<file path="src/logic/xie_defs.vh">
// Constants for the extended instruction execution unit
`ifndef XIE_DEFS_VH
`define XIE_DEFS_VH
`define XIE_OP_CALL_THROUGH_WORKING_REGISTER     16'h0014
`define XIE_OP_ADDP      8'he8
`define XIE_OP_SUBP      8'he9
`define XIE_OP_MOVS      8'heb
`define XIE_OP_WORD2     4'hf
`define XIE_SEL_FRAME    2'h3
`define XIE_IDX_LIMIT    8'h5f
`define XIE_PC_STEP      21'h000002
`define XIE_ADDR_PCL     12'hff9
`define XIE_ADDR_RETURN_STACK_TOP_LOW    12'hffd
`define XIE_ADDR_RETURN_STACK_TOP_HIGH    12'hffe
`define XIE_ADDR_RETURN_STACK_TOP_UPPER    12'hfff
`define XIE_IND_LO       12'hfe3
`define XIE_IND_HI       12'hfef
`define XIE_PTR_RST      12'h000
`endif

</file>
<file path="src/logic/xie_exec.v">
// Decode and execute of the extended instruction set
// Contract
// - Extension inactive unless enable bit set
// - Enabled core recognises four extra opcodes
// - Add literal to pointer zero to two
// - Selector three adds to frame pointer
// - Add-return then pops return stack into PC
// - Add-return takes two cycles, second idle
// - Add and subtract both have return forms
// - Indirect call pushes PC plus two
// - Working register overwrites PC low byte
// - Latches load PC high and upper bytes
// - Indirect call takes two cycles, second idle
// - Call leaves W, status, bank untouched
// - Subtract literal, selector three returns
// - Access operand at most 5Fh is frame-relative
`include "xie_defs.vh"
module xie_exec #(
   parameter PCW = 21,
   parameter AW  = 12
) (
   clk_sys,
   reset,
   clk_en,
   extension_enable_config_bit,
   instr,
   instr_valid,
   pc,
   working_register,
   pc_high_latch,
   pc_upper_latch,
   std_access_bit,
   std_file_addr,
   std_eff_addr,
   ext_hit,
   busy,
   ptr0,
   ptr1,
   stack_frame_pointer,
   push_req,
   push_data,
   pop_req,
   pc_load,
   pc_load_val,
   mem_rd_addr,
   mem_rd_en,
   mem_rd_data,
   mem_wr_addr,
   mem_wr_en,
   mem_wr_data,
   fetch_flush
);
   input  wire           clk_sys;
   input  wire           reset;
   input  wire           clk_en;
   input  wire           extension_enable_config_bit;
   input  wire [15:0]    instr;
   input  wire           instr_valid;
   input  wire [PCW-1:0] pc;
   input  wire [7:0]     working_register;
   input  wire [7:0]     pc_high_latch;
   input  wire [4:0]     pc_upper_latch;
   input  wire           std_access_bit;
   input  wire [7:0]     std_file_addr;
   output wire [AW-1:0]  std_eff_addr;
   output wire           ext_hit;
   output wire           busy;
   output reg  [AW-1:0]  ptr0;
   output reg  [AW-1:0]  ptr1;
   output reg  [AW-1:0]  stack_frame_pointer;
   output reg            push_req;
   output reg  [PCW-1:0] push_data;
   output reg            pop_req;
   output reg            pc_load;
   output reg  [PCW-1:0] pc_load_val;
   output reg  [AW-1:0]  mem_rd_addr;
   output reg            mem_rd_en;
   input  wire [7:0]     mem_rd_data;
   output reg  [AW-1:0]  mem_wr_addr;
   output reg            mem_wr_en;
   output reg  [7:0]     mem_wr_data;
   output reg            fetch_flush;

   localparam S_IDLE = 3'b001;
   localparam S_NOP  = 3'b010;
   localparam S_MOVE = 3'b100;

   reg  [2:0]    state_r;
   reg  [2:0]    state_nxt;
   reg  [AW-1:0] src_addr_r;
   reg           mov_ss_r;

   wire          go;
   wire          is_call_through_working_register;
   wire          is_addp;
   wire          is_subp;
   wire          is_movs;
   wire [1:0]    sel;
   wire [5:0]    lit;
   wire [AW-1:0] sel_ptr;
   wire [AW-1:0] alu_out;
   wire [AW-1:0] dst_addr;
   wire          dst_bad;

   function [AW-1:0] frame_off;
      input [AW-1:0] base;
      input [6:0]    off;
      begin
         frame_off = base + {{(AW-7){1'b0}}, off};
      end
   endfunction

   function is_ind;
      input [AW-1:0] a;
      begin
         is_ind = (a >= `XIE_IND_LO) && (a <= `XIE_IND_HI);
      end
   endfunction

   // Decoding only in idle; word two of a move is consumed in S_MOVE
   assign go       = clk_en && instr_valid && (state_r == S_IDLE)
                     && extension_enable_config_bit;
   assign is_call_through_working_register = (instr == `XIE_OP_CALL_THROUGH_WORKING_REGISTER);
   assign is_addp  = (instr[15:8] == `XIE_OP_ADDP);
   assign is_subp  = (instr[15:8] == `XIE_OP_SUBP);
   assign is_movs  = (instr[15:8] == `XIE_OP_MOVS);
   assign ext_hit  = extension_enable_config_bit
                     && (is_call_through_working_register || is_addp || is_subp || is_movs);
   assign busy     = (state_r != S_IDLE);
   assign sel      = instr[7:6];
   assign lit      = instr[5:0];
   assign sel_ptr  = (sel == 2'h0) ? ptr0 : (sel == 2'h1) ? ptr1 : stack_frame_pointer;

   // Indexed literal offset applies only with extension on and access bit clear
   assign std_eff_addr = (extension_enable_config_bit && !std_access_bit
                          && std_file_addr <= `XIE_IDX_LIMIT)
                         ? frame_off(stack_frame_pointer, std_file_addr[6:0])
                         : {{(AW-8){1'b0}}, std_file_addr};

   xie_ptr_alu #(
      .PW (AW)
   ) u_alu (
      .ptr_in  (sel_ptr),
      .lit     (lit),
      .sub     (is_subp),
      .ptr_out (alu_out)
   );

   assign dst_addr = mov_ss_r ? frame_off(stack_frame_pointer, instr[6:0])
                              : instr[AW-1:0];
   assign dst_bad  = (dst_addr == `XIE_ADDR_PCL) || (dst_addr == `XIE_ADDR_RETURN_STACK_TOP_LOW)
                     || (dst_addr == `XIE_ADDR_RETURN_STACK_TOP_HIGH) || (dst_addr == `XIE_ADDR_RETURN_STACK_TOP_UPPER);

   always @*
   begin
      state_nxt = state_r;
      case (state_r)
         S_IDLE:
         begin
            if (go && (is_call_through_working_register || ((is_addp || is_subp) && sel == `XIE_SEL_FRAME)))
               state_nxt = S_NOP;
            else if (go && is_movs)
               state_nxt = S_MOVE;
         end
         S_NOP:
            if (clk_en)
               state_nxt = S_IDLE;
         S_MOVE:
            if (clk_en && instr_valid)
               state_nxt = S_IDLE;
         default:
            state_nxt = S_IDLE;
      endcase
   end

   always @(posedge clk_sys)
   begin
      if (reset)
      begin
         state_r             <= S_IDLE;
         src_addr_r          <= `XIE_PTR_RST;
         mov_ss_r            <= 1'b0;
         ptr0                <= `XIE_PTR_RST;
         ptr1                <= `XIE_PTR_RST;
         stack_frame_pointer <= `XIE_PTR_RST;
         push_req            <= 1'b0;
         push_data           <= {PCW{1'b0}};
         pop_req             <= 1'b0;
         pc_load             <= 1'b0;
         pc_load_val         <= {PCW{1'b0}};
         mem_rd_addr         <= `XIE_PTR_RST;
         mem_rd_en           <= 1'b0;
         mem_wr_addr         <= `XIE_PTR_RST;
         mem_wr_en           <= 1'b0;
         mem_wr_data         <= 8'h00;
         fetch_flush         <= 1'b0;
      end
      else if (clk_en)
      begin
         state_r     <= state_nxt;
         push_req    <= 1'b0;
         pop_req     <= 1'b0;
         pc_load     <= 1'b0;
         mem_rd_en   <= 1'b0;
         mem_wr_en   <= 1'b0;
         fetch_flush <= 1'b0;
         // Status, W and bank select are never driven from here
         if (go && (is_addp || is_subp))
         begin
            case (sel)
               2'h0:    ptr0 <= alu_out;
               2'h1:    ptr1 <= alu_out;
               2'h2:    stack_frame_pointer <= alu_out;
               default:
               begin
                  stack_frame_pointer <= alu_out;
                  pop_req     <= 1'b1;
                  fetch_flush <= 1'b1;
               end
            endcase
         end
         else if (go && is_call_through_working_register)
         begin
            push_req    <= 1'b1;
            push_data   <= pc + `XIE_PC_STEP;
            pc_load     <= 1'b1;
            pc_load_val <= {pc_upper_latch, pc_high_latch, working_register};
            fetch_flush <= 1'b1;
         end
         else if (go && is_movs)
         begin
            mov_ss_r    <= instr[7];
            src_addr_r  <= frame_off(stack_frame_pointer, instr[6:0]);
            mem_rd_addr <= frame_off(stack_frame_pointer, instr[6:0]);
            mem_rd_en   <= !is_ind(frame_off(stack_frame_pointer, instr[6:0]));
         end
         else if (state_r == S_MOVE && instr_valid)
         begin
            // A barred destination drops the write rather than corrupt the PC
            mem_wr_addr <= dst_addr;
            mem_wr_en   <= !dst_bad;
            mem_wr_data <= is_ind(src_addr_r) ? 8'h00 : mem_rd_data;
         end
      end
   end
endmodule // xie_exec

</file>
<file path="src/logic/xie_ptr_alu.v">
// Pointer add and subtract with a zero-extended 6-bit literal
module xie_ptr_alu #(
   parameter PW = 12
) (
   ptr_in,
   lit,
   sub,
   ptr_out
);
   input  wire [PW-1:0] ptr_in;
   input  wire [5:0]    lit;
   input  wire          sub;
   output wire [PW-1:0] ptr_out;

   wire [PW-1:0] lit_ext;

   assign lit_ext = {{(PW-6){1'b0}}, lit};
   assign ptr_out = sub ? ptr_in - lit_ext : ptr_in + lit_ext;
endmodule // xie_ptr_alu

</file>
<file path="config.mk">
export PLATFORM = sky130hd
export DESIGN_NAME = xie_exec
export DESIGN_NICKNAME = d
export VERILOG_FILES = /design/src/logic/xie_exec.v /design/src/logic/xie_ptr_alu.v
export VERILOG_INCLUDE_DIRS = /design/src /design/src/logic
export SDC_FILE = /design/constraint.sdc
export NUM_CORES = 1
export LEC_CHECK = 0
export ABC_AREA = 1
export ABC_CLOCK_PERIOD_IN_PS = 7600
export BUFFER_PORTS_ARGS = -buffer_cell sky130_fd_sc_hd__clkbuf_2
export CORE_MARGIN = 5
export CORE_UTILIZATION = 56
export CTS_BUF_LIST = sky130_fd_sc_hd__clkbuf_16
export DETAILED_ROUTE_END_ITERATION = 7
export PLACE_DENSITY = 0.86
export SLEW_MARGIN = 10
export SYNTH_ARGS = -nofsm -noshare
export SYNTH_HDL_FRONTEND = slang
export SYNTH_SLANG_ARGS = --single-unit
</file>
<file path="constraint.sdc">
create_clock -name clk_sys -period 7.6 [get_ports clk_sys]
set_clock_uncertainty 0.1 [all_clocks]
set_input_delay 1.52 -clock clk_sys [delete_from_list [all_inputs] [get_ports clk_sys]]
set_output_delay 1.52 -clock clk_sys [all_outputs]
set_load 0.02 [all_outputs]
</file>
# After elaboration in Yosys (flattened, before gate mapping)
# Index checks and enable logic that the tools add are counted.
# Widths: inputs -> output; s select.
# totals
ff_bits,119
input_bits,80
out_inout_bits,130
# classes
addsub,5
magnitude_cmp,5
eq_ne,16
mux,22
n_bitwise,4
n_reduce_logical,35
# ops
cell,count
$mux 12,5
$eq 12x12->1 const B,4
$add 12x7->12,2
$eq 8x8->1 const B,3
$ge 12x12->1 const B,2
$le 12x12->1 const B,2
$add 21x2->21 const B,1
$eq 16x5->1 const B,1
$reduce_and 3->1,5
$logic_and 1x1->1,14
$add 12x6->12,1
$mux 1,12
$sub 12x6->12,1
$mux 3,3
$le 8x7->1 const B,1
$logic_or 1x1->1,8
$mux 8,1
$ne 3x1->1 const B,2
$pmux 3 s2,1
$reduce_and 5->1,1
$eq 2x2->1 const B,2
$not 1->1,4
$reduce_and 4->1,1
$eq 3x1->1 const B,1
7 further kinds,9

# Depth between registers and ports, before layout
# Gate-level depths: netlist of the first run.
# depth
depth_word,11
depth_mapped,16
ltp_nobuf,16

# Cells and area by module
# From an unflattened synthesis of the first run, not the netlist that was laid out.
# unflattened
hier_cells,1029
hier_area_um2,6941.7
# by_module_without_submodules
mod,instances,cells_each,area_each_um2
xie_exec,1,874,6092.1
xie_ptr_alu,1,155,849.6

# Worst setup path before layout of the first run
# Ideal clock, no wire load.
# synth_timing
path_type,input to output
start,in std_file_addr[2]
end,out std_eff_addr[5]
arrival_ns,3.063
required_time_ns,5.980
path_slack_ns,2.917
stages,9
n_path_buf,0
cell_sequence,ha_1 -> nand2_1 -> nand2_1 -> a31oi_1 -> or2_2 -> nand2_1 -> a21o_1 -> xnor2_1 -> o21ai_0
# synth_between
elab_chain_len,3
elab_cells_between_ends,4
cone_classes,add/sub (1); order compare (1); mux (1); reduce/logical (1)
# synth_rtl
element,line_no,rtl
"start, declared",xie_exec.v:64,input wire [7:0] std_file_addr;
branches (longest 2 deep; another with $add 12x7->12),n/a,
$mux 12 *,xie_exec.v:135,assign std_eff_addr = (extension_enable_config_bit && !std_access_bit
"end, declared",xie_exec.v:65,output wire [AW-1:0] std_eff_addr;
# Every way passes the cells marked *.

# Final worst setup path of the first run
# layout_timing
start,in std_file_addr[0]
end,out std_eff_addr[10]
# Same word-level chain as after synthesis.

==> flow_metrics.env, run 1 <==
export IMPL_via_per_inst=5.450
export IMPL_clock_sinks=119
export IMPL_cp_end_kind="primary output"
export IMPL_synthFlopType="dfxtp_1"
export IMPL_r2r_slack_ns=4.94
export IMPL_die_area_um2=14630
export IMPL_insertion_delay_ns=0.42
export IMPL_met2_length_um=9968
export IMPL_grt_antenna_before_repair=0
export IMPL_core_rowCount=40
export IMPL_place_area_um2=7975
export IMPL_tns_ns=0
export IMPL_syn_area_per_cell_um2=6.895
export IMPL_cts_buffers=17
export IMPL_worstPathRequired_ns=5.98
export IMPL_finalMaxSlewViolations=0
export IMPL_design_core_area_um2=12060
export IMPL_num_vias=7483
export IMPL_tritoncts="yes"
export IMPL_synth_nets=1110
export IMPL_fin_crit_ns=5.047
export IMPL_synth_edff_count=0
export IMPL_utilization_pct=70.55
export IMPL_critPathLaunch="std_file_addr[0]"
export IMPL_synthCells=1000
export IMPL_first_iter_violations=607
export IMPL_setup_viol=0
export IMPL_r2r_start="stack_frame_pointer[3]"
export IMPL_clkTransAtPathRegs_ns=0.06
export IMPL_top_layer="met4"
export IMPL_wl_per_cell_um=15.66
export IMPL_port_buffers=209
export IMPL_fin_cells=1373
export IMPL_rsz0062_at_grt="no"
export IMPL_drtPass1Iterations=6
export IMPL_yosys_warnings=0
export IMPL_start_util_pct=57.17
export IMPL_slew_headroom_pct=34.74
export IMPL_grt_pass1_wl_um=33420
export IMPL_whs_ns=0.3417
export IMPL_dpl_cell_count=1341
export IMPL_drt_total_wl_um=21500
export IMPL_ys_ff_latch=119
export IMPL_netlist_cell_type_count=45
export IMPL_fmax_mhz=198.1
export IMPL_cts_resized=0
export IMPL_p_leak_nw=4.397
export IMPL_dp_hpwl_um=16250
export IMPL_crit_path_max_fanout=3
export IMPL_final_hold_violation_count=0
export IMPL_cts_max_level=4
export IMPL_drive_above_1_share_pct=22.57
export IMPL_drt_antenna_violating_nets=0
export IMPL_num_fill_cells=1013
export IMPL_die_h_um=121.0
export IMPL_grt_overflow_total=0
export IMPL_seq_area_frac_synth_pct=34.55
export IMPL_reg2reg_depth=11
export IMPL_worstSetupStartpointType="primary input"
export IMPL_r2r_end="stack_frame_pointer[8]"
export IMPL_grt_usage_pct=28.60
export IMPL_nNetsFinal=1302
export IMPL_grt_max_degree=60
export IMPL_hold_class="reg2reg"
export IMPL_crit_arrival_ns=3.43
export IMPL_wl_met1_um=8497
export IMPL_p_per_area_nw_per_um2=172.6
export IMPL_ys_async_sr_fraction_pct=0
export IMPL_dr_wl_met3_um=2312
export IMPL_die_w_um=121.0
export IMPL_cts_buffer_depth=2
export IMPL_post_cts_buffers=0
export IMPL_ir_worst_vdd_mv=0.1666
export IMPL_max_cap_viol_count=0
export IMPL_area_growth_pct=23.41
export IMPL_gp_congestion=0.9805
export IMPL_fin_area_um2=8509
export IMPL_top_level_ports=210
export IMPL_endpoint="std_eff_addr[10]"
export IMPL_netlist_area_um2=6895
export IMPL_crit_type="in2out"
export IMPL_num_antenna_cells=0
export IMPL_cts_hold_buf=0
export IMPL_grt_pass1_vias=6852
export IMPL_worst_slew_pin_slew_ns=0.9766
export IMPL_min_period_over_period_pct=66.40
export IMPL_cts_root_buffer="clkbuf_16"
export IMPL_drc_errors=0
export IMPL_status="complete, no violations"
[worst max-delay path, cell delays in order]
cell      delay (ns)
clkbuf_2        0.09
ha_1            0.17
inv_1           0.06
fa_1            0.40
inv_1           0.07
a31oi_1         0.11
o21ai_0         0.28
nand2_1         0.11
nand2_1         0.11
nand2_1         0.08
o21ai_0         0.16
a21oi_1         0.08
clkbuf_2        0.17
[how the worst min path moves through the flow]
stage / cells after the start / to / startpoint
2_1_floorplan: 2 / state_r[1] / state_r[1]
4_1_cts: 2 / push_data[3] / push_data[3]
5_1_grt: 2 / push_data[3] / push_data[3]
3_5_place_dp: 2 / push_data[3] / push_data[3]
3_3_place_gp: 2 / push_data[4] / push_data[4]
6_report: 2 / push_data[3] / push_data[3]
[cell families (layout without fill, tap and decap cells)]
family,count (synthesis),in the layout,share of synthesized area [%]
flops,119,119,34.55
buf+inv,174,379,10.18
simple gates,398,398,25.69
xor+xnor,33,33,4.192
fa+ha+maj,30,30,5.770
compound gates,246,246,19.62
[routing by layer]
layer,vias to the layer above,global-route usage [%]
li1,3676,-
met1,3376,33.58
met2,371,47.59
met3,60,9.744
met4,0,11.83
met5,-,0
[placed cells by master, fill, tap and decap left out, types with 13 or more instances in the layout]
master       n
nand2_1    182
clkbuf_2   209
xor2_1      23
clkbuf_16   17
o21ai_1     14
nand3_1     55
nor2_1     109
ha_1        27
a21oi_1     84
inv_1      126
nor3_1      13
dfxtp_1    119
o21ai_0     99
[metrics by stage]
stage	total power, mW	setup slack [ns]
5_1_grt	1.519	2.286
3_3_place_gp	0.7561	2.632
4_1_cts	1.476	2.600
2_1_floorplan	0.7083	2.917
3_5_place_dp	0.7575	2.601
6_report	1.469	2.553
[where the power goes]
part	total [mW]	internal [mW]	switching, mW
Sequential	0.624	0.624	0.000216
Clock	0.722	0.416	0.306
Combinational	0.122	0.0425	0.0800
[synthesized netlist by cell type, drive strengths merged, types with 5 or more instances]
| master | number | area (µm²) |
|---|---|---|
| buf | 20 | 123.9 |
| ha | 27 | 337.8 |
| inv | 133 | 499.2 |
| nor3 | 17 | 111.4 |
| o21a | 8 | 60.06 |
| dfxtp | 119 | 2382 |
| nor2 | 116 | 478.0 |
| nand4 | 10 | 68.81 |
| a21oi | 84 | 420.4 |
| clkbuf | 18 | 67.56 |
| a31oi | 5 | 31.28 |
| o21ai | 113 | 565.6 |
| o211ai | 11 | 82.58 |
| o21bai | 7 | 52.55 |
| xor2 | 23 | 201.4 |
| o221ai | 6 | 52.55 |
| nor4 | 7 | 65.06 |
| nand2 | 186 | 708.2 |
| nand3 | 57 | 295.3 |
| xnor2 | 10 | 87.58 |
[flip-flops by register name, indices dropped and copies added, names as in the netlist]
register and count:
fetch_flush 1, mem_rd_en 1, mem_wr_addr 12, mem_wr_data 8, mem_wr_en 1, mov_ss_r 1
pc_load 1, pc_load_val 21, pop_req 1, ptr0 12, ptr1 12, push_data 21
src_addr_r 12, stack_frame_pointer 12, state_r 3
[final cells by class]
class	count	area (µm²)	share of cell area, %
clock inverters	15	108.9	1.279
inverters	136	510.5	5.999
clock buffers	17	425.4	4.999
flip-flops and latches	119	2382	28.00
repair buffers	211	1061	12.47
well taps	168	210.2	2.470
multi-input cells	707	3811	44.79
Note: power is estimated with default switching activity, not from simulation.
==> run 2: changes to the inputs <==
--- a/config.mk
+++ b/config.mk
@@ -7,13 +7,13 @@
 export NUM_CORES = 1
 export LEC_CHECK = 0
 export ABC_AREA = 1
-export ABC_CLOCK_PERIOD_IN_PS = 7600
+export ABC_CLOCK_PERIOD_IN_PS = 4800
 export BUFFER_PORTS_ARGS = -buffer_cell sky130_fd_sc_hd__clkbuf_2
 export CORE_MARGIN = 5
-export CORE_UTILIZATION = 56
+export CORE_UTILIZATION = 52
 export CTS_BUF_LIST = sky130_fd_sc_hd__clkbuf_16
 export DETAILED_ROUTE_END_ITERATION = 7
-export PLACE_DENSITY = 0.86
+export PLACE_DENSITY = 0.81
 export SLEW_MARGIN = 10
 export SYNTH_ARGS = -nofsm -noshare
 export SYNTH_HDL_FRONTEND = slang
==> constraint.sdc (replaced) <==
create_clock -name clk_sys -period 4.8 [get_ports clk_sys]
set_clock_uncertainty 0.1 [all_clocks]
set_input_delay 0.96 -clock clk_sys [delete_from_list [all_inputs] [get_ports clk_sys]]
set_output_delay 0.96 -clock clk_sys [all_outputs]
set_load 0.02 [all_outputs]
==> run 2 against run 1 <==
  * Utilization down 5.6 points
  * Register-to-register slack worse by 2.9 ns
  * Setup slack worse by 1.6 ns
  * Clock power up 58%
  * Combinational power up 60%
  * Sequential share of layout area down 0.094 points
  * Via count down 1.2%
  * Final cell count up 0.80%
==> flow_metrics.env, run 2 (synthesis gave the netlist of run 1 again) <==
export IMPL_status="complete, no violations"
export IMPL_num_fill_cells=1247
export IMPL_worst_slew_pin_slew_ns=0.8206
export IMPL_cts_root_buffer="clkbuf_16"
export IMPL_first_iter_violations=477
export IMPL_port_buffers=209
export IMPL_insertion_delay_ns=0.42
export IMPL_grt_pass1_wl_um=35090
export IMPL_die_area_um2=15660
export IMPL_power_mw=2.324
export IMPL_die_h_um=125.2
export IMPL_num_antenna_cells=0
export IMPL_p_per_area_nw_per_um2=272.2
export IMPL_drtPass1Iterations=5
export IMPL_reg_largest_list="pc_load_val (21), push_data (21)"
export IMPL_die_w_um=125.2
export IMPL_num_vias=7392
export IMPL_wl_per_cell_um=15.77
export IMPL_fmax_mhz=262.3
export IMPL_grt_pass1_vias=7039
export IMPL_core_rowCount=42
export IMPL_crit_path_max_fanout=3
export IMPL_finalMaxSlewViolations=0
export IMPL_r2r_end="mem_rd_en"
export IMPL_holdPathStages=2
export IMPL_cts_buffers=17
export IMPL_fin_cells=1384
export IMPL_grt_antenna_before_repair=0
export IMPL_nNetsFinal=1305
export IMPL_cts_buffer_depth=2
export IMPL_worstSetupStartpointType="primary input"
export IMPL_drt_total_wl_um=21820
export IMPL_rsz0062_at_grt="no"
export IMPL_hold_class="reg2reg"
export IMPL_min_period_over_period_pct=79.43
export IMPL_fin_ws_ns=0.9874
export IMPL_r2r_start="stack_frame_pointer[0]"
export IMPL_ir_worst_vdd_mv=0.2390
export IMPL_r2r_slack_ns=2.08
export IMPL_clock_sinks=119
export IMPL_crit_arrival_ns=2.75
export IMPL_fin_crit_ns=3.813
export IMPL_slew_headroom_pct=45.21
export IMPL_grt_max_degree=55
export IMPL_top_level_ports=210
export IMPL_via_per_inst=5.341
export IMPL_pre_cts_ws_ns=0.9905
export IMPL_drt_antenna_violating_nets=0
export IMPL_setup_viol=0
export IMPL_mostFrequentLayoutCell="clkbuf_2"
export IMPL_cts_max_level=4
export IMPL_max_cap_viol_count=0
export IMPL_tns_ns=0
export IMPL_area_growth_pct=23.83
export IMPL_dpl_cell_count=1352
export IMPL_hp_start="push_data[4]"
export IMPL_reg2reg_depth=13
export IMPL_final_hold_violation_count=0
export IMPL_final_cell_mix="clkbuf_2 (209), nand2_1 (182), inv_1 (124)"
export IMPL_design_core_area_um2=13140
export IMPL_place_area_um2=8008
export IMPL_crit_type="in2out"
export IMPL_start_util_pct=52.49
export IMPL_worstPathRequired_ns=3.74
export IMPL_drc_errors=0
export IMPL_holdPathEnd="push_data[4]"
export IMPL_cts_hold_buf=0
export IMPL_clkTransAtPathRegs_ns=0.05
export IMPL_cp_end_kind="primary output"
export IMPL_p_leak_nw=4.408
export IMPL_tritoncts="yes"
export IMPL_drive_above_1_share_pct=22.93
export IMPL_gp_congestion=1.029
export IMPL_grt_usage_pct=27.22
export IMPL_fin_area_um2=8538
export IMPL_cts_resized=0
export IMPL_dp_hpwl_um=17070
export IMPL_grt_overflow_total=0
export IMPL_post_cts_buffers=0
[run 2: stage by stage]
step,utilization [%],hold WS (ns)
after floorplan,-,0.3522
after CTS,64.99,0.3478
after global routing,64.99,0.3725
after detailed placement,60.95,0.3375
after global placement,60.95,0.3318
final,64.99,0.3461
[run 2: worst max-delay path by stage]
| stage | startpoint | to | cells after the start |
|---|---|---|---|
| after global placement | std_file_addr[0] | std_eff_addr[10] | 13 |
| after global routing | std_file_addr[0] | std_eff_addr[10] | 13 |
| after detailed placement | std_file_addr[0] | std_eff_addr[10] | 13 |
| after floorplan | std_file_addr[2] | std_eff_addr[5] | 9 |
| final | std_file_addr[0] | std_eff_addr[10] | 13 |
| after CTS | std_file_addr[0] | std_eff_addr[10] | 13 |
[run 2: worst max-delay path, cell delays in order]
cell and delay, ns:
clkbuf_2 0.09, ha_1 0.17, inv_1 0.06, fa_1 0.39, inv_1 0.07, a31oi_1 0.11
o21ai_0 0.22, nand2_1 0.10, nand2_1 0.09, nand2_1 0.08, o21ai_0 0.16, a21oi_1 0.08
clkbuf_2 0.17
[run 2: report_power, final]
part | switching, mW | leakage (nW) | internal (mW)
Sequential | 0.000345 | 0.958 | 0.988
Combinational | 0.127 | 3.20 | 0.0682
Clock | 0.484 | 0.249 | 0.657
Total | 0.611 | 4.41 | 1.71
[run 2: cell type report]
| cell class | instances | area [µm²] | share of cell area, % |
|---|---|---|---|
| clock inverter | 15 | 105.1 | 1.231 |
| timing repair buffer | 214 | 1084 | 12.69 |
| clock buffer | 17 | 425.4 | 4.982 |
| multi-input combinational | 707 | 3811 | 44.64 |
| sequential | 119 | 2382 | 27.90 |
| inverter | 136 | 510.5 | 5.979 |
| tap | 176 | 220.2 | 2.579 |
[run 2: per-layer routing]
metal,up-vias,wire [µm],global-route usage [%]
met5,-,0,0
met3,44,2000,9.296
li1,3690,-,-
met1,3363,9060,33.17
met2,295,10190,45.05
met4,0,569,9.439
